===== config.mk =====
export PLATFORM = sky130hd
export DESIGN_NAME = mts_timer_subsystem
export DESIGN_NICKNAME = d
export VERILOG_FILES = /design/src/mts_pkg.sv /design/src/mts_gpt_if.sv /design/src/mts_gp_timer.sv /design/src/mts_timer_subsystem.sv
export SDC_FILE = /design/constraint.sdc
export NUM_CORES = 2
export LEC_CHECK = 0
export BUFFER_PORTS_ARGS = -buffer_cell sky130_fd_sc_hd__buf_2
export CAP_MARGIN = 20
export CORE_AREA = 5 5 499 501
export DETAILED_ROUTE_END_ITERATION = 7
export DIE_AREA = 0 0 504 506
export GPL_TIMING_DRIVEN = 0
export SLEW_MARGIN = 20
export SYNTH_ARGS = -nofsm -noshare
export SYNTH_HDL_FRONTEND = slang
export SYNTH_SLANG_ARGS = --single-unit

===== constraint.sdc =====
create_clock -name clk_sys -period 15.2 [get_ports clk_sys]
set_input_delay 3.8 -clock clk_sys [delete_from_list [all_inputs] [get_ports clk_sys]]
set_output_delay 3.8 -clock clk_sys [all_outputs]
set_load 0.05 [all_outputs]

===== src/mts_pkg.sv =====
package mts_pkg;

    // Counter widths and channel counts.
    localparam int MTS_RTC_W = 70;
    localparam int MTS_RTC_CH = 3;
    localparam int MTS_GPT_UNITS = 4;
    localparam int MTS_GPT_W = 32;
    localparam int MTS_RAT_W = 32;
    localparam int MTS_RAT_CH = 2;

    // Real-time count is fixed point: 32 integer seconds over 38 fraction bits.
    localparam int MTS_RTC_FRAC = 38;
    localparam logic [31:0] MTS_RTC_INC_NOM = 32'h00800000;

    // Rates in kHz, MTS_RAT_HZ in Hz; ticks come from a fractional accumulator on the system clock.
    localparam logic [19:0] MTS_SYS_KHZ = 20'h186A0;
    localparam logic [19:0] MTS_GPT_KHZ = 20'h0BB80;
    localparam logic [19:0] MTS_WDT_KHZ = 20'h005DC;
    localparam logic [19:0] MTS_RAT_KHZ = 20'h00FA0;
    localparam logic [21:0] MTS_RAT_HZ = 22'h3D0900;

    // Power modes.
    localparam logic [1:0] MTS_PM_ACTIVE = 2'h0;
    localparam logic [1:0] MTS_PM_IDLE = 2'h1;
    localparam logic [1:0] MTS_PM_STANDBY = 2'h2;
    localparam logic [1:0] MTS_PM_SHUTDOWN = 2'h3;

    // General timer modes.
    localparam logic [2:0] MTS_GPT_ONESHOT = 3'h0;
    localparam logic [2:0] MTS_GPT_PERIODIC = 3'h1;
    localparam logic [2:0] MTS_GPT_PWM = 3'h2;
    localparam logic [2:0] MTS_GPT_EDGE_TIME = 3'h3;
    localparam logic [2:0] MTS_GPT_EDGE_COUNT = 3'h4;

    typedef enum logic [1:0] {
        WD_IDLE,
        WD_RUN,
        WD_WARN,
        WD_BITE
    } mts_wdt_state_t;

endpackage


===== src/mts_gpt_if.sv =====
`timescale 1ns/1ns
interface mts_gpt_if;
    logic ce;
    logic tick;
    logic run;
    logic en;
    logic wide;
    logic evIn;
    logic [2:0] mode;
    logic [31:0] load;
    logic [31:0] match;
    logic [31:0] capt;
    logic evOut;
    logic pwm;
    modport ctl (output ce, tick, run, en, wide, evIn, mode, load, match,
                 input capt, evOut, pwm);
    modport tmr (input ce, tick, run, en, wide, evIn, mode, load, match,
                 output capt, evOut, pwm);
endinterface


===== src/mts_gp_timer.sv =====
`timescale 1ns/1ns
module mts_gp_timer (
    input wire logic clk_sys,
    input wire logic reset,
    mts_gpt_if.tmr t
);
    logic [31:0] cnt_r, cnt_nxt, capt_r, capt_nxt, mask, lim, cntInc;
    logic done_r, done_nxt, prevIn_r, evOut_r, pwm_r, hit, edgeIn, upd;

    assign mask = t.wide ? 32'hFFFFFFFF : 32'h0000FFFF;
    assign lim = t.match & mask;
    assign cntInc = (cnt_r + 32'h00000001) & mask;
    assign edgeIn = t.evIn & ~prevIn_r;
    // Power gating: outside active and idle the unit holds its state but clears its event pulse.
    assign upd = t.ce & t.run;
    assign t.capt = capt_r;
    assign t.evOut = evOut_r;
    assign t.pwm = pwm_r;

    ////////////////////////////////////////////////////////////////////////
    always_comb begin
        cnt_nxt = cnt_r;
        capt_nxt = capt_r;
        done_nxt = done_r;
        hit = 1'b0;
        if (!t.en) begin
            cnt_nxt = (t.mode >= mts_pkg::MTS_GPT_EDGE_TIME) ? 32'h00000000 : t.load & mask;
            done_nxt = 1'b0;
        end else begin
            case (t.mode)
                mts_pkg::MTS_GPT_ONESHOT: begin
                    if (t.tick && !done_r) begin
                        if (cnt_r == 32'h00000000) begin
                            hit = 1'b1;
                            done_nxt = 1'b1;
                        end else begin
                            cnt_nxt = cnt_r - 32'h00000001;
                        end
                    end
                end
                mts_pkg::MTS_GPT_PERIODIC, mts_pkg::MTS_GPT_PWM: begin
                    if (t.tick) begin
                        if (cnt_r == 32'h00000000) begin
                            hit = 1'b1;
                            cnt_nxt = t.load & mask;
                        end else begin
                            cnt_nxt = cnt_r - 32'h00000001;
                        end
                    end
                end
                mts_pkg::MTS_GPT_EDGE_TIME: begin
                    if (t.tick) begin
                        cnt_nxt = cntInc;
                    end
                    if (edgeIn) begin
                        capt_nxt = cnt_r;
                        hit = 1'b1;
                    end
                end
                mts_pkg::MTS_GPT_EDGE_COUNT: begin
                    if (edgeIn) begin
                        cnt_nxt = cntInc;
                        hit = (cntInc == lim);
                    end
                end
                default: begin
                    cnt_nxt = cnt_r;
                end
            endcase
        end
    end

    always_ff @(posedge clk_sys) begin
        if (reset) begin
            cnt_r <= 32'h00000000;
            capt_r <= 32'h00000000;
            done_r <= 1'b0;
            prevIn_r <= 1'b0;
            evOut_r <= 1'b0;
            pwm_r <= 1'b0;
        end else if (t.ce) begin
            // A gated unit must not leave its event pulse high, or it would keep waking the core.
            evOut_r <= upd && hit;
            if (upd) begin
                cnt_r <= cnt_nxt;
                capt_r <= capt_nxt;
                done_r <= done_nxt;
                prevIn_r <= t.evIn;
                pwm_r <= t.en && t.mode == mts_pkg::MTS_GPT_PWM && cnt_r <= lim;
            end
        end
    end
endmodule // mts_gp_timer


===== src/mts_timer_subsystem.sv =====
`timescale 1ns/1ns
module mts_timer_subsystem (
    input wire logic clk_sys,
    input wire logic reset,
    input wire logic ce,
    input wire logic [1:0] powerMode,
    input wire logic debugHalt,
    input wire logic lowFreqClk,
    input wire logic [31:0] rtcIncrement,
    input wire logic [15:0] rtcCalib,
    input wire logic rtcHaltOnDebug,
    input wire logic [2:0][69:0] rtcCompare,
    output logic [69:0] rtcCount,
    output logic [2:0] rtcEvent,
    input wire logic [3:0] gptWide,
    input wire logic [7:0] gptEnable,
    input wire logic [7:0][2:0] gptMode,
    input wire logic [7:0][31:0] gptLoad,
    input wire logic [7:0][31:0] gptMatch,
    input wire logic [7:0] gptEventIn,
    output logic [7:0] gptEventOut,
    output logic [7:0] gptPwm,
    output logic [7:0][31:0] gptCapture,
    input wire logic radioOn,
    input wire logic [1:0][31:0] ratCompare,
    output logic [31:0] ratCount,
    output logic [1:0] ratEvent,
    input wire logic wdtEnable,
    input wire logic wdtService,
    input wire logic [31:0] wdtTimeout,
    output logic wdtIrq,
    output logic wdtReset,
    output logic wakeReq
);

    // Fractional rate divider: returns {tick, next accumulator}.
    function automatic logic [20:0] fracStep(input logic [19:0] acc, input logic [19:0] num);
        logic [19:0] sum;
        sum = acc + num;
        if (sum >= mts_pkg::MTS_SYS_KHZ) begin
            fracStep = {1'b1, sum - mts_pkg::MTS_SYS_KHZ};
        end else begin
            fracStep = {1'b0, sum};
        end
    endfunction

    // Real-time count in 4 MHz radio ticks.
    function automatic logic [31:0] ratFromRtc(input logic [69:0] r);
        logic [75:0] p;
        p = 76'(r[69:16]) * 76'(mts_pkg::MTS_RAT_HZ);
        ratFromRtc = p[53:22];
    endfunction

    ////////////////////////////////////////////////////////////////////////
    // Pin synchronisers. The slow clock is sampled, not used as a clock.
    logic lfS1_r, lfS2_r, lfPrev_r, dbgS1_r, dbgS2_r;
    logic [7:0] evS1_r, evS2_r;
    logic lfTick, dbgHalt;
    assign lfTick = lfS2_r & ~lfPrev_r;
    assign dbgHalt = dbgS2_r;

    always_ff @(posedge clk_sys) begin
        if (reset) begin
            lfS1_r <= 1'b0;
            lfS2_r <= 1'b0;
            lfPrev_r <= 1'b0;
            dbgS1_r <= 1'b0;
            dbgS2_r <= 1'b0;
            evS1_r <= 8'h00;
            evS2_r <= 8'h00;
        end else if (ce) begin
            lfS1_r <= lowFreqClk;
            lfS2_r <= lfS1_r;
            lfPrev_r <= lfS2_r;
            dbgS1_r <= debugHalt;
            dbgS2_r <= dbgS1_r;
            evS1_r <= gptEventIn;
            evS2_r <= evS1_r;
        end
    end

    ////////////////////////////////////////////////////////////////////////
    // Rate ticks.
    logic [19:0] gpAcc_r, wdAcc_r, raAcc_r;
    logic [20:0] gpStep, wdStep, raStep;
    assign gpStep = fracStep(gpAcc_r, mts_pkg::MTS_GPT_KHZ);
    assign wdStep = fracStep(wdAcc_r, mts_pkg::MTS_WDT_KHZ);
    assign raStep = fracStep(raAcc_r, mts_pkg::MTS_RAT_KHZ);

    always_ff @(posedge clk_sys) begin
        if (reset) begin
            gpAcc_r <= 20'h00000;
            wdAcc_r <= 20'h00000;
            raAcc_r <= 20'h00000;
        end else if (ce) begin
            gpAcc_r <= gpStep[19:0];
            wdAcc_r <= wdStep[19:0];
            raAcc_r <= raStep[19:0];
        end
    end

    ////////////////////////////////////////////////////////////////////////
    // Real-time counter.
    logic [69:0] rtc_r, rtcStepSum, rtc_nxt;
    logic [2:0] rtcEv_r;
    logic rtcHold, rtcAdv;
    // Calibration is signed so it can both slow and speed the count.
    assign rtcStepSum = 70'(rtcIncrement) + {{54{rtcCalib[15]}}, rtcCalib};
    // Standby keeps it running; a halt by the debugger stops it by default.
    assign rtcHold = powerMode == mts_pkg::MTS_PM_SHUTDOWN || (dbgHalt && rtcHaltOnDebug);
    assign rtcAdv = ce && lfTick && !rtcHold;
    assign rtc_nxt = rtc_r + rtcStepSum;
    assign rtcCount = rtc_r;
    assign rtcEvent = rtcEv_r;

    always_ff @(posedge clk_sys) begin
        if (reset) begin
            rtc_r <= 70'h0;
            rtcEv_r <= 3'h0;
        end else if (ce) begin
            if (rtcAdv) begin
                rtc_r <= rtc_nxt;
            end
            for (int i = 0; i < mts_pkg::MTS_RTC_CH; i++) begin
                rtcEv_r[i] <= rtcAdv && rtc_nxt == rtcCompare[i];
            end
        end
    end

    ////////////////////////////////////////////////////////////////////////
    // General timer units: half A is 32 or 16 bits, half B is 16 bits and enabled only when split.
    logic gpRun;
    assign gpRun = powerMode == mts_pkg::MTS_PM_ACTIVE || powerMode == mts_pkg::MTS_PM_IDLE;

    for (genvar g = 0; g < 8; g++) begin : gGpt
        mts_gpt_if gi ();
        assign gi.ce = ce;
        assign gi.tick = gpStep[20];
        assign gi.run = gpRun;
        assign gi.wide = (g % 2 == 0) ? gptWide[g / 2] : 1'b0;
        assign gi.en = gptEnable[g] && ((g % 2 == 0) || !gptWide[g / 2]);
        assign gi.evIn = evS2_r[g];
        assign gi.mode = gptMode[g];
        assign gi.load = gptLoad[g];
        assign gi.match = gptMatch[g];
        assign gptEventOut[g] = gi.evOut;
        assign gptPwm[g] = gi.pwm;
        assign gptCapture[g] = gi.capt;
        mts_gp_timer uTmr (
            .clk_sys(clk_sys),
            .reset(reset),
            .t(gi.tmr)
        );
    end

    ////////////////////////////////////////////////////////////////////////
    // Radio timer.
    logic [31:0] rat_r;
    logic [1:0] ratEv_r;
    logic radioPrev_r, radioFlip, ratAdv;
    logic [31:0] ratSync;
    assign radioFlip = radioOn != radioPrev_r;
    assign ratSync = ratFromRtc(rtc_r);
    assign ratAdv = radioOn && raStep[20];
    assign ratCount = rat_r;
    assign ratEvent = ratEv_r;

    always_ff @(posedge clk_sys) begin
        if (reset) begin
            rat_r <= 32'h00000000;
            ratEv_r <= 2'h0;
            radioPrev_r <= 1'b0;
        end else if (ce) begin
            radioPrev_r <= radioOn;
            if (radioFlip) begin
                rat_r <= ratSync;
            end else if (ratAdv) begin
                rat_r <= rat_r + 32'h00000001;
            end
            for (int i = 0; i < mts_pkg::MTS_RAT_CH; i++) begin
                ratEv_r[i] <= ratAdv && !radioFlip && rat_r + 32'h00000001 == ratCompare[i];
            end
        end
    end

    ////////////////////////////////////////////////////////////////////////
    // Watchdog. Expiry is checked before service so a late service never hides it.
    mts_pkg::mts_wdt_state_t wdSt_r, wdSt_nxt;
    logic [31:0] wdCnt_r, wdCnt_nxt;
    logic wdIrq_r, wdIrq_nxt, wdRst_r, wdFreeze, wdExpire, wdLive;
    assign wdFreeze = powerMode == mts_pkg::MTS_PM_STANDBY || dbgHalt;
    assign wdLive = wdSt_r == mts_pkg::WD_RUN || wdSt_r == mts_pkg::WD_WARN;
    assign wdExpire = wdLive && wdStep[20] && !wdFreeze && wdCnt_r == 32'h00000000;
    assign wdtIrq = wdIrq_r;
    assign wdtReset = wdRst_r;

    always_comb begin
        wdSt_nxt = wdSt_r;
        wdCnt_nxt = wdCnt_r;
        wdIrq_nxt = wdIrq_r;
        case (wdSt_r)
            mts_pkg::WD_IDLE: begin
                if (wdtEnable) begin
                    wdSt_nxt = mts_pkg::WD_RUN;
                    wdCnt_nxt = wdtTimeout;
                end
            end
            mts_pkg::WD_RUN, mts_pkg::WD_WARN: begin
                if (wdExpire) begin
                    wdSt_nxt = (wdSt_r == mts_pkg::WD_RUN) ? mts_pkg::WD_WARN
                        : mts_pkg::WD_BITE;
                    wdIrq_nxt = 1'b1;
                    wdCnt_nxt = wdtTimeout;
                end else if (wdtService) begin
                    wdSt_nxt = mts_pkg::WD_RUN;
                    wdIrq_nxt = 1'b0;
                    wdCnt_nxt = wdtTimeout;
                end else if (wdStep[20] && !wdFreeze) begin
                    wdCnt_nxt = wdCnt_r - 32'h00000001;
                end
            end
            mts_pkg::WD_BITE: begin
                wdSt_nxt = mts_pkg::WD_BITE;
            end
            default: begin
                wdSt_nxt = mts_pkg::WD_IDLE;
            end
        endcase
    end

    // No path leads from the live states back to WD_IDLE except reset.
    always_ff @(posedge clk_sys) begin
        if (reset) begin
            wdSt_r <= mts_pkg::WD_IDLE;
            wdCnt_r <= 32'h00000000;
            wdIrq_r <= 1'b0;
            wdRst_r <= 1'b0;
        end else if (ce) begin
            wdSt_r <= wdSt_nxt;
            wdCnt_r <= wdCnt_nxt;
            wdIrq_r <= wdIrq_nxt;
            wdRst_r <= wdSt_nxt == mts_pkg::WD_BITE;
        end
    end

    ////////////////////////////////////////////////////////////////////////
    // Wake request out of idle on any timer event.
    logic wake_r;
    assign wakeReq = wake_r;
    always_ff @(posedge clk_sys) begin
        if (reset) begin
            wake_r <= 1'b0;
        end else if (ce) begin
            wake_r <= powerMode == mts_pkg::MTS_PM_IDLE &&
                (|gptEventOut || |rtcEv_r || |ratEv_r || wdIrq_r);
        end
    end
endmodule // mts_timer_subsystem


Yosys cells after proc, flatten, opt, wreduce, memory -nomap -nowiden:

Cells that the tools add are included.

* bits in registers: 770
* output and inout port bits: 382

* add/sub/neg operators: 26
* multiply operators: 1
* magnitude comparators: 19
* equal/unequal tests: 127
* multiplexer cells: 181
* bitwise gates (word level): 31
* reductions and logical operators: 136

Operators by type and width (count)
* $mux 32: 70
* $pmux 32 s4: 8
* $and 32x32->32: 12
* $logic_not 32->1: 9
* $sub 32x1->32 const B: 9
* $eq 70x70->1: 3
* $eq 32x32->1: 6
* $add 32x1->32 const B: 5
* $le 32x16->1: 4
* $le 32x32->1: 4
* $ne 3x3->1 const B: 32
* $mux 1: 83
* $reduce_and 5->1: 16
* $add 70x70->70: 1
* $add 16x1->16 const B: 4
* $eq 16x16->1: 4
* $mux 16: 4
* $pmux 32 s2: 1
* $reduce_and 8->1: 8
* $mux 21: 3
* $ge 20x17->1 const B: 3
* $sub 20x17->20 const B: 3
* $mul 54x14->46 const B: 1
* $logic_and 1x1->1: 51
* 33 further kinds: 177

Depth between registers and ports, before layout:

* word-level depth: 9
* gate-level depth with buffers: 31

Modules after synthesis:

From an unflattened synthesis, not the netlist that was laid out.

* cell total of the unflattened synthesis: 11202
* area total of the unflattened synthesis: 81998.6 sq um

Modules (own cells, without submodules)
* mts_timer_subsystem: times used 1, cells each 4111, area each 32023.2 sq um, sequential area each 4284.1 sq um
* mts_gp_timer at gGpt[2].uTmr ...: times used 3, cells each 877, area each 6144.6 sq um, sequential area each 1361.3 sq um
* mts_gp_timer at gGpt[6].uTmr ...: times used 2, cells each 858, area each 6100.9 sq um, sequential area each 1361.3 sq um
* mts_gp_timer at gGpt[0].uTmr: times used 1, cells each 925, area each 6550.0 sq um, sequential area each 1361.3 sq um
* mts_gp_timer at gGpt[5].uTmr: times used 1, cells each 905, area each 6433.7 sq um, sequential area each 1361.3 sq um
* mts_gp_timer at gGpt[1].uTmr: times used 1, cells each 914, area each 6356.1 sq um, sequential area each 1361.3 sq um

Least setup slack after synthesis:

Ideal clock, no wire load.

* path kind: in2reg
* start: input port rtcIncrement[6]
* end: register rtcEv_r[0] (netlist: rtcEvent[0])
* arrival: 11255 ps
* required time: 15116 ps
* slack: 3861 ps
* stages on the path: 28
* buffers on the path: 2
* cells stage by stage: ha_1 -> nand4_1 -> o21ai_0 -> nor2_1 -> a21oi_1 -> a21oi_1 -> o21ai_0 -> a21oi_1 -> o31ai_1 -> o211a_1 -> nor2_1 -> xnor2_1 -> ha_1 -> buf_2 -> nand2_1 -> nor2_1 -> a221o_1 -> a21oi_1 -> nor3_1 -> or2_4 -> o41ai_4 -> o21a_1 -> buf_6 -> xnor3_1 -> or4_1 -> nor4_1 -> nand4b_1 -> o31ai_2

* word-level cells in the longest chain between the ends: 4

RTL lines
* start: declaration: RTL line mts_timer_subsystem.sv:9 `input wire logic [31:0] rtcIncrement,`
* $add 33x16->34: RTL line mts_timer_subsystem.sv:108 `assign rtcStepSum = 70'(rtcIncrement) + {{54{rtcCalib[15]}}, rtcCalib};`
* $add 70x70->70: RTL line mts_timer_subsystem.sv:112 `assign rtc_nxt = rtc_r + rtcStepSum;`
* $eq 70x70->1: RTL line mts_timer_subsystem.sv:125 `rtcEv_r[i] <= rtcAdv && rtc_nxt == rtcCompare[i];`
* $logic_and 1x1->1: RTL line mts_timer_subsystem.sv:125
* end signal: indexed assignment: RTL line mts_timer_subsystem.sv:125
* end: declaration: RTL line mts_timer_subsystem.sv:105 `logic [2:0] rtcEv_r;`

No other way between the ends.
A chain may end at the register's enable or synchronous reset.

Final worst setup path:

* start: input port rtcIncrement[7]
* end: register rtcEv_r[0] (netlist: rtcEvent[0])

Same word-level chain as after synthesis.

==> metrics.txt <==
fmax 77.6 MHz; Seq/Total Area, Yosys 21.7%; Setup-failing EPs final 0; final HPWL from detailed placement 332 mm; iteration count of the initial detailed-routing pass 8; root buf cell clkbuf_16; Hold WS 0.449 ns; Comb pwr share 42.2%; RSZ-0062 raised after global routing false; fillers 26700; Flop pwr share 26.7%; Synth Cell Area 0.0698 mm2; status finished, final reports clean; Worst Path Arrival 13.59 ns; H-tree depth 3; vias in the first global route 73200; Max FO, Critical Path 16; WHS Path Cells 2; height of the die 506 um; total CTS buffers 102; dominant synthesized flop cell dfxtp_1; minimum clock period 12.89 ns; # resized after CTS 0; Tightest Hold Check Type flip-flop to flip-flop; average cell area after synthesis 7.39 um2; Crit. End Element flip-flop; Residual DRC 0; worst hold endpoint gGpt[2].uTmr.t.capt[4]; switch share 42.1%; Placer Congestion 1.04; # rows 182; Util after Layout 34.5%; Psw 3.62 mW; Setup WS post-layout 2.31 ns; Post-synth EDFFs 0; clk_lat worst skew 0.79 ns; Period Utilization, post-route 84.8%; worst IR drop on VDD 94.8 uV; area taken by multi-input logic gates 0.0505 mm2; GRT Overall Usage 29.4%; PwrDens 102 mW/mm2; most used cell along the critical path nand4_1; clk buf depth 3; R2R Setup Slk 7.50 ns; post-synth cell types 123; FF-to-FF End ratCount[31]; die area 0.255 mm2; num ports 1303; crit start category input port; Clk pin slew, worst setup/hold paths 0.06 ns; global-route wire length before repair 550 mm; Die Wd 504 um; syn_nets 11000; TritonCTS clock tree yes; pin count of the biggest net entering global routing 22; clock network fraction of total power 31.2%; final WL 397 mm; max-cap violations 0; critical path class input port to flip-flop; initial antenna violation count 188; #FFs+latches synth 758; initial core utilization 28.6%; Hold Path Origin gGpt[2].uTmr.t.capt[4]; vias per inst 5.55; antenna viol nets, final 0; post-CTS setup repair buffer count 0; DRT iter0 DRCs 8956; total power 8.58 mW; Layout Nets 12300; proportion of layout cells with a drive suffix above 1 15.1%; P&R area growth vs syn 20.9%; clock skew 0.0479 ns; Rel. slew slack 15.4%; DR vias 78700; core area 0.244 mm2; worst reg2reg startpoint rtcCount[18]; global route overflow 0; cells after synthesis 9440; YS warnings 0; Final Hold Viols 0; port bufs 1163; Slew @ Worst Pin 1.26 ns; Largest stage delay, worst path 1.01 ns; Slew Viols, Final 0; Worst EP required 15.90 ns; Int Power 4.97 mW; slowest CP cell a2111oi_0; Sink Count 758; hold buffer count at CTS 0; async set-reset flop share out of synthesis 0%; WL/cell 28.0 um; Leak 35.0 nW; Reg area 0.0152 mm2; reg2reg path depth 24; Setup WS pre-CTS 1.83 ns
[cell usage after synthesis, types with 22 or more instances]
library cell	instances	share of area, %
nand2_1	1279	6.9
or2_2	24	0.22
o221ai_1	31	0.39
o21ai_1	52	0.37
fa_1	167	4.8
inv_1	443	2.4
mux2i_1	41	0.59
o22ai_1	76	0.68
buf_2	66	0.47
a32oi_1	42	0.53
nand3_1	287	2.1
ha_1	466	8.4
a21oi_1	776	5.6
o211ai_1	31	0.33
dfxtp_1	758	22
and4_1	23	0.29
a2111oi_0	27	0.34
buf_4	22	0.24
nor4_1	138	1.2
a31oi_1	81	0.73
nor3b_1	23	0.25
nor2_1	885	4.8
or3_1	73	0.65
buf_1	23	0.12
a211oi_1	202	2.2
or4_1	31	0.33
a22oi_1	160	1.7
nand2b_1	87	0.78
nand4_1	191	1.7
and2_1	39	0.35
xor2_1	364	4.6
and3_1	77	0.69
clkbuf_1	493	2.7
a221o_1	25	0.36
o31ai_1	35	0.38
xnor2_1	574	7.2
a21o_1	98	1.1
o21ai_0	400	2.9
nor2b_1	90	0.81
o21a_1	76	0.82
a221oi_1	25	0.31
nor3_1	281	2.0
[critical path, delay by kind of cell]
kind	cells	cell delay, ns
AOI/OAI and AO/OA	9	3.96
and+or+nand+nor	14	3.77
buffers and inverters	5	1.18
adders and majority gates	2	0.68
xor gates and xnor gates	1	0.18
[kinds of logic after synthesis]
group	share of synthesized area (%)
AOI/OAI and AO/OA	21.8
adders and majority gates	13.2
DFF	21.7
xor gates and xnor gates	12.3
buffers and inverters	6.07
and+or+nand+nor	24.2
muxes	0.717
[worst max path at each step]
stage | cells after the start | slack (ns) | startpoint | endpoint
final | 31 | 2.31 | rtcIncrement[7] | rtcEvent[0]
after detailed placement | 31 | 1.83 | rtcIncrement[6] | rtcEvent[0]
after global routing | 31 | 2.28 | rtcIncrement[6] | rtcEvent[0]
after global placement | 28 | -0.94 | rtcIncrement[7] | rtcEvent[2]
after CTS | 31 | 2.68 | rtcIncrement[6] | rtcEvent[0]
after floorplan | 28 | 3.86 | rtcIncrement[6] | rtcEvent[0]
[per-stage QoR]
step / TNS, ns / instance area, um2 / cells
6_report: 0 / 84400 / 14200
5_1_grt: 0 / 84300 / 14100
4_1_cts: 0 / 84000 / 14000
3_5_place_dp: 0 / 80400 / 13900
3_3_place_gp: -2.17 / 79600 / 13800
2_1_floorplan: 0 / 69800 / 9440
[power by group through the flow]
| stage | Sequential (mW) | Clock (mW) | Combinational (mW) |
|---|---|---|---|
| final | 2.29 | 2.68 | 3.62 |
| after global routing | 2.30 | 2.80 | 3.91 |
| after CTS | 2.28 | 2.73 | 3.56 |
| after detailed placement | 2.32 | 0 | 3.54 |
| after global placement | 2.32 | 0 | 3.48 |
| after floorplan | 2.30 | 0 | 2.34 |
[state kept, by name, indices dropped and copies added, names as in the netlist, 2 cells and up]
signal,count
gGpt.uTmr.cnt_r,256
ratEvent,2
gpAcc_r,15
evS1_r,8
raAcc_r,15
gGpt.uTmr.t.evOut,8
rtcCount,70
gGpt.uTmr.prevIn_r,8
wdCnt_r,32
ratCount,32
gGpt.uTmr.done_r,8
wdSt_r,2
gGpt.uTmr.t.capt,256
rtcEvent,3
gGpt.uTmr.t.pwm,8
wdAcc_r,18
evS2_r,8
[area by class of cell]
type | instances | area share, %
multi-input cells | 7621 | 59.8
flip-flops and latches | 758 | 18.0
repair buffers | 1193 | 7.63
well taps | 3220 | 4.77
clock buffers | 135 | 3.34
plain buffers | 616 | 3.11
inverters | 445 | 1.98
clock inverters | 55 | 0.990
diodes | 135 | 0.400
[layout by cell type, fill, tap and decap left out, types with 54 or more instances in the layout]
| master | instances |
|---|---|
| nor2b_1 | 90 |
| nand2b_1 | 87 |
| a21oi_1 | 776 |
| inv_1 | 442 |
| a21o_1 | 98 |
| ha_1 | 466 |
| nand2_1 | 1279 |
| a211oi_1 | 201 |
| nand4_1 | 191 |
| xnor2_1 | 573 |
| nor3_1 | 278 |
| clkbuf_1 | 469 |
| xor2_1 | 364 |
| diode_2 | 135 |
| buf_2 | 1234 |
| o22ai_1 | 76 |
| fa_1 | 167 |
| o21ai_1 | 54 |
| a22oi_1 | 160 |
| and3_1 | 77 |
| nor4_1 | 136 |
| o21a_1 | 76 |
| dfxtp_1 | 758 |
| nand3_1 | 287 |
| nor2_1 | 883 |
| clkbuf_16 | 102 |
| o21ai_0 | 398 |
| or3_1 | 73 |
| a31oi_1 | 80 |
[per-layer routing]
metal | share of wire (%) | vias to the layer above | GRT usage [%]
met2 | 44 | 4179 | 46.3
met3 | 8.8 | 987 | 6.57
li1 | - | 36200 | -
met5 | 0.078 | - | 0
met1 | 39 | 37300 | 35.8
met4 | 8.1 | 50 | 20.3
No activity file was read; power rests on OpenSTA's default activity.
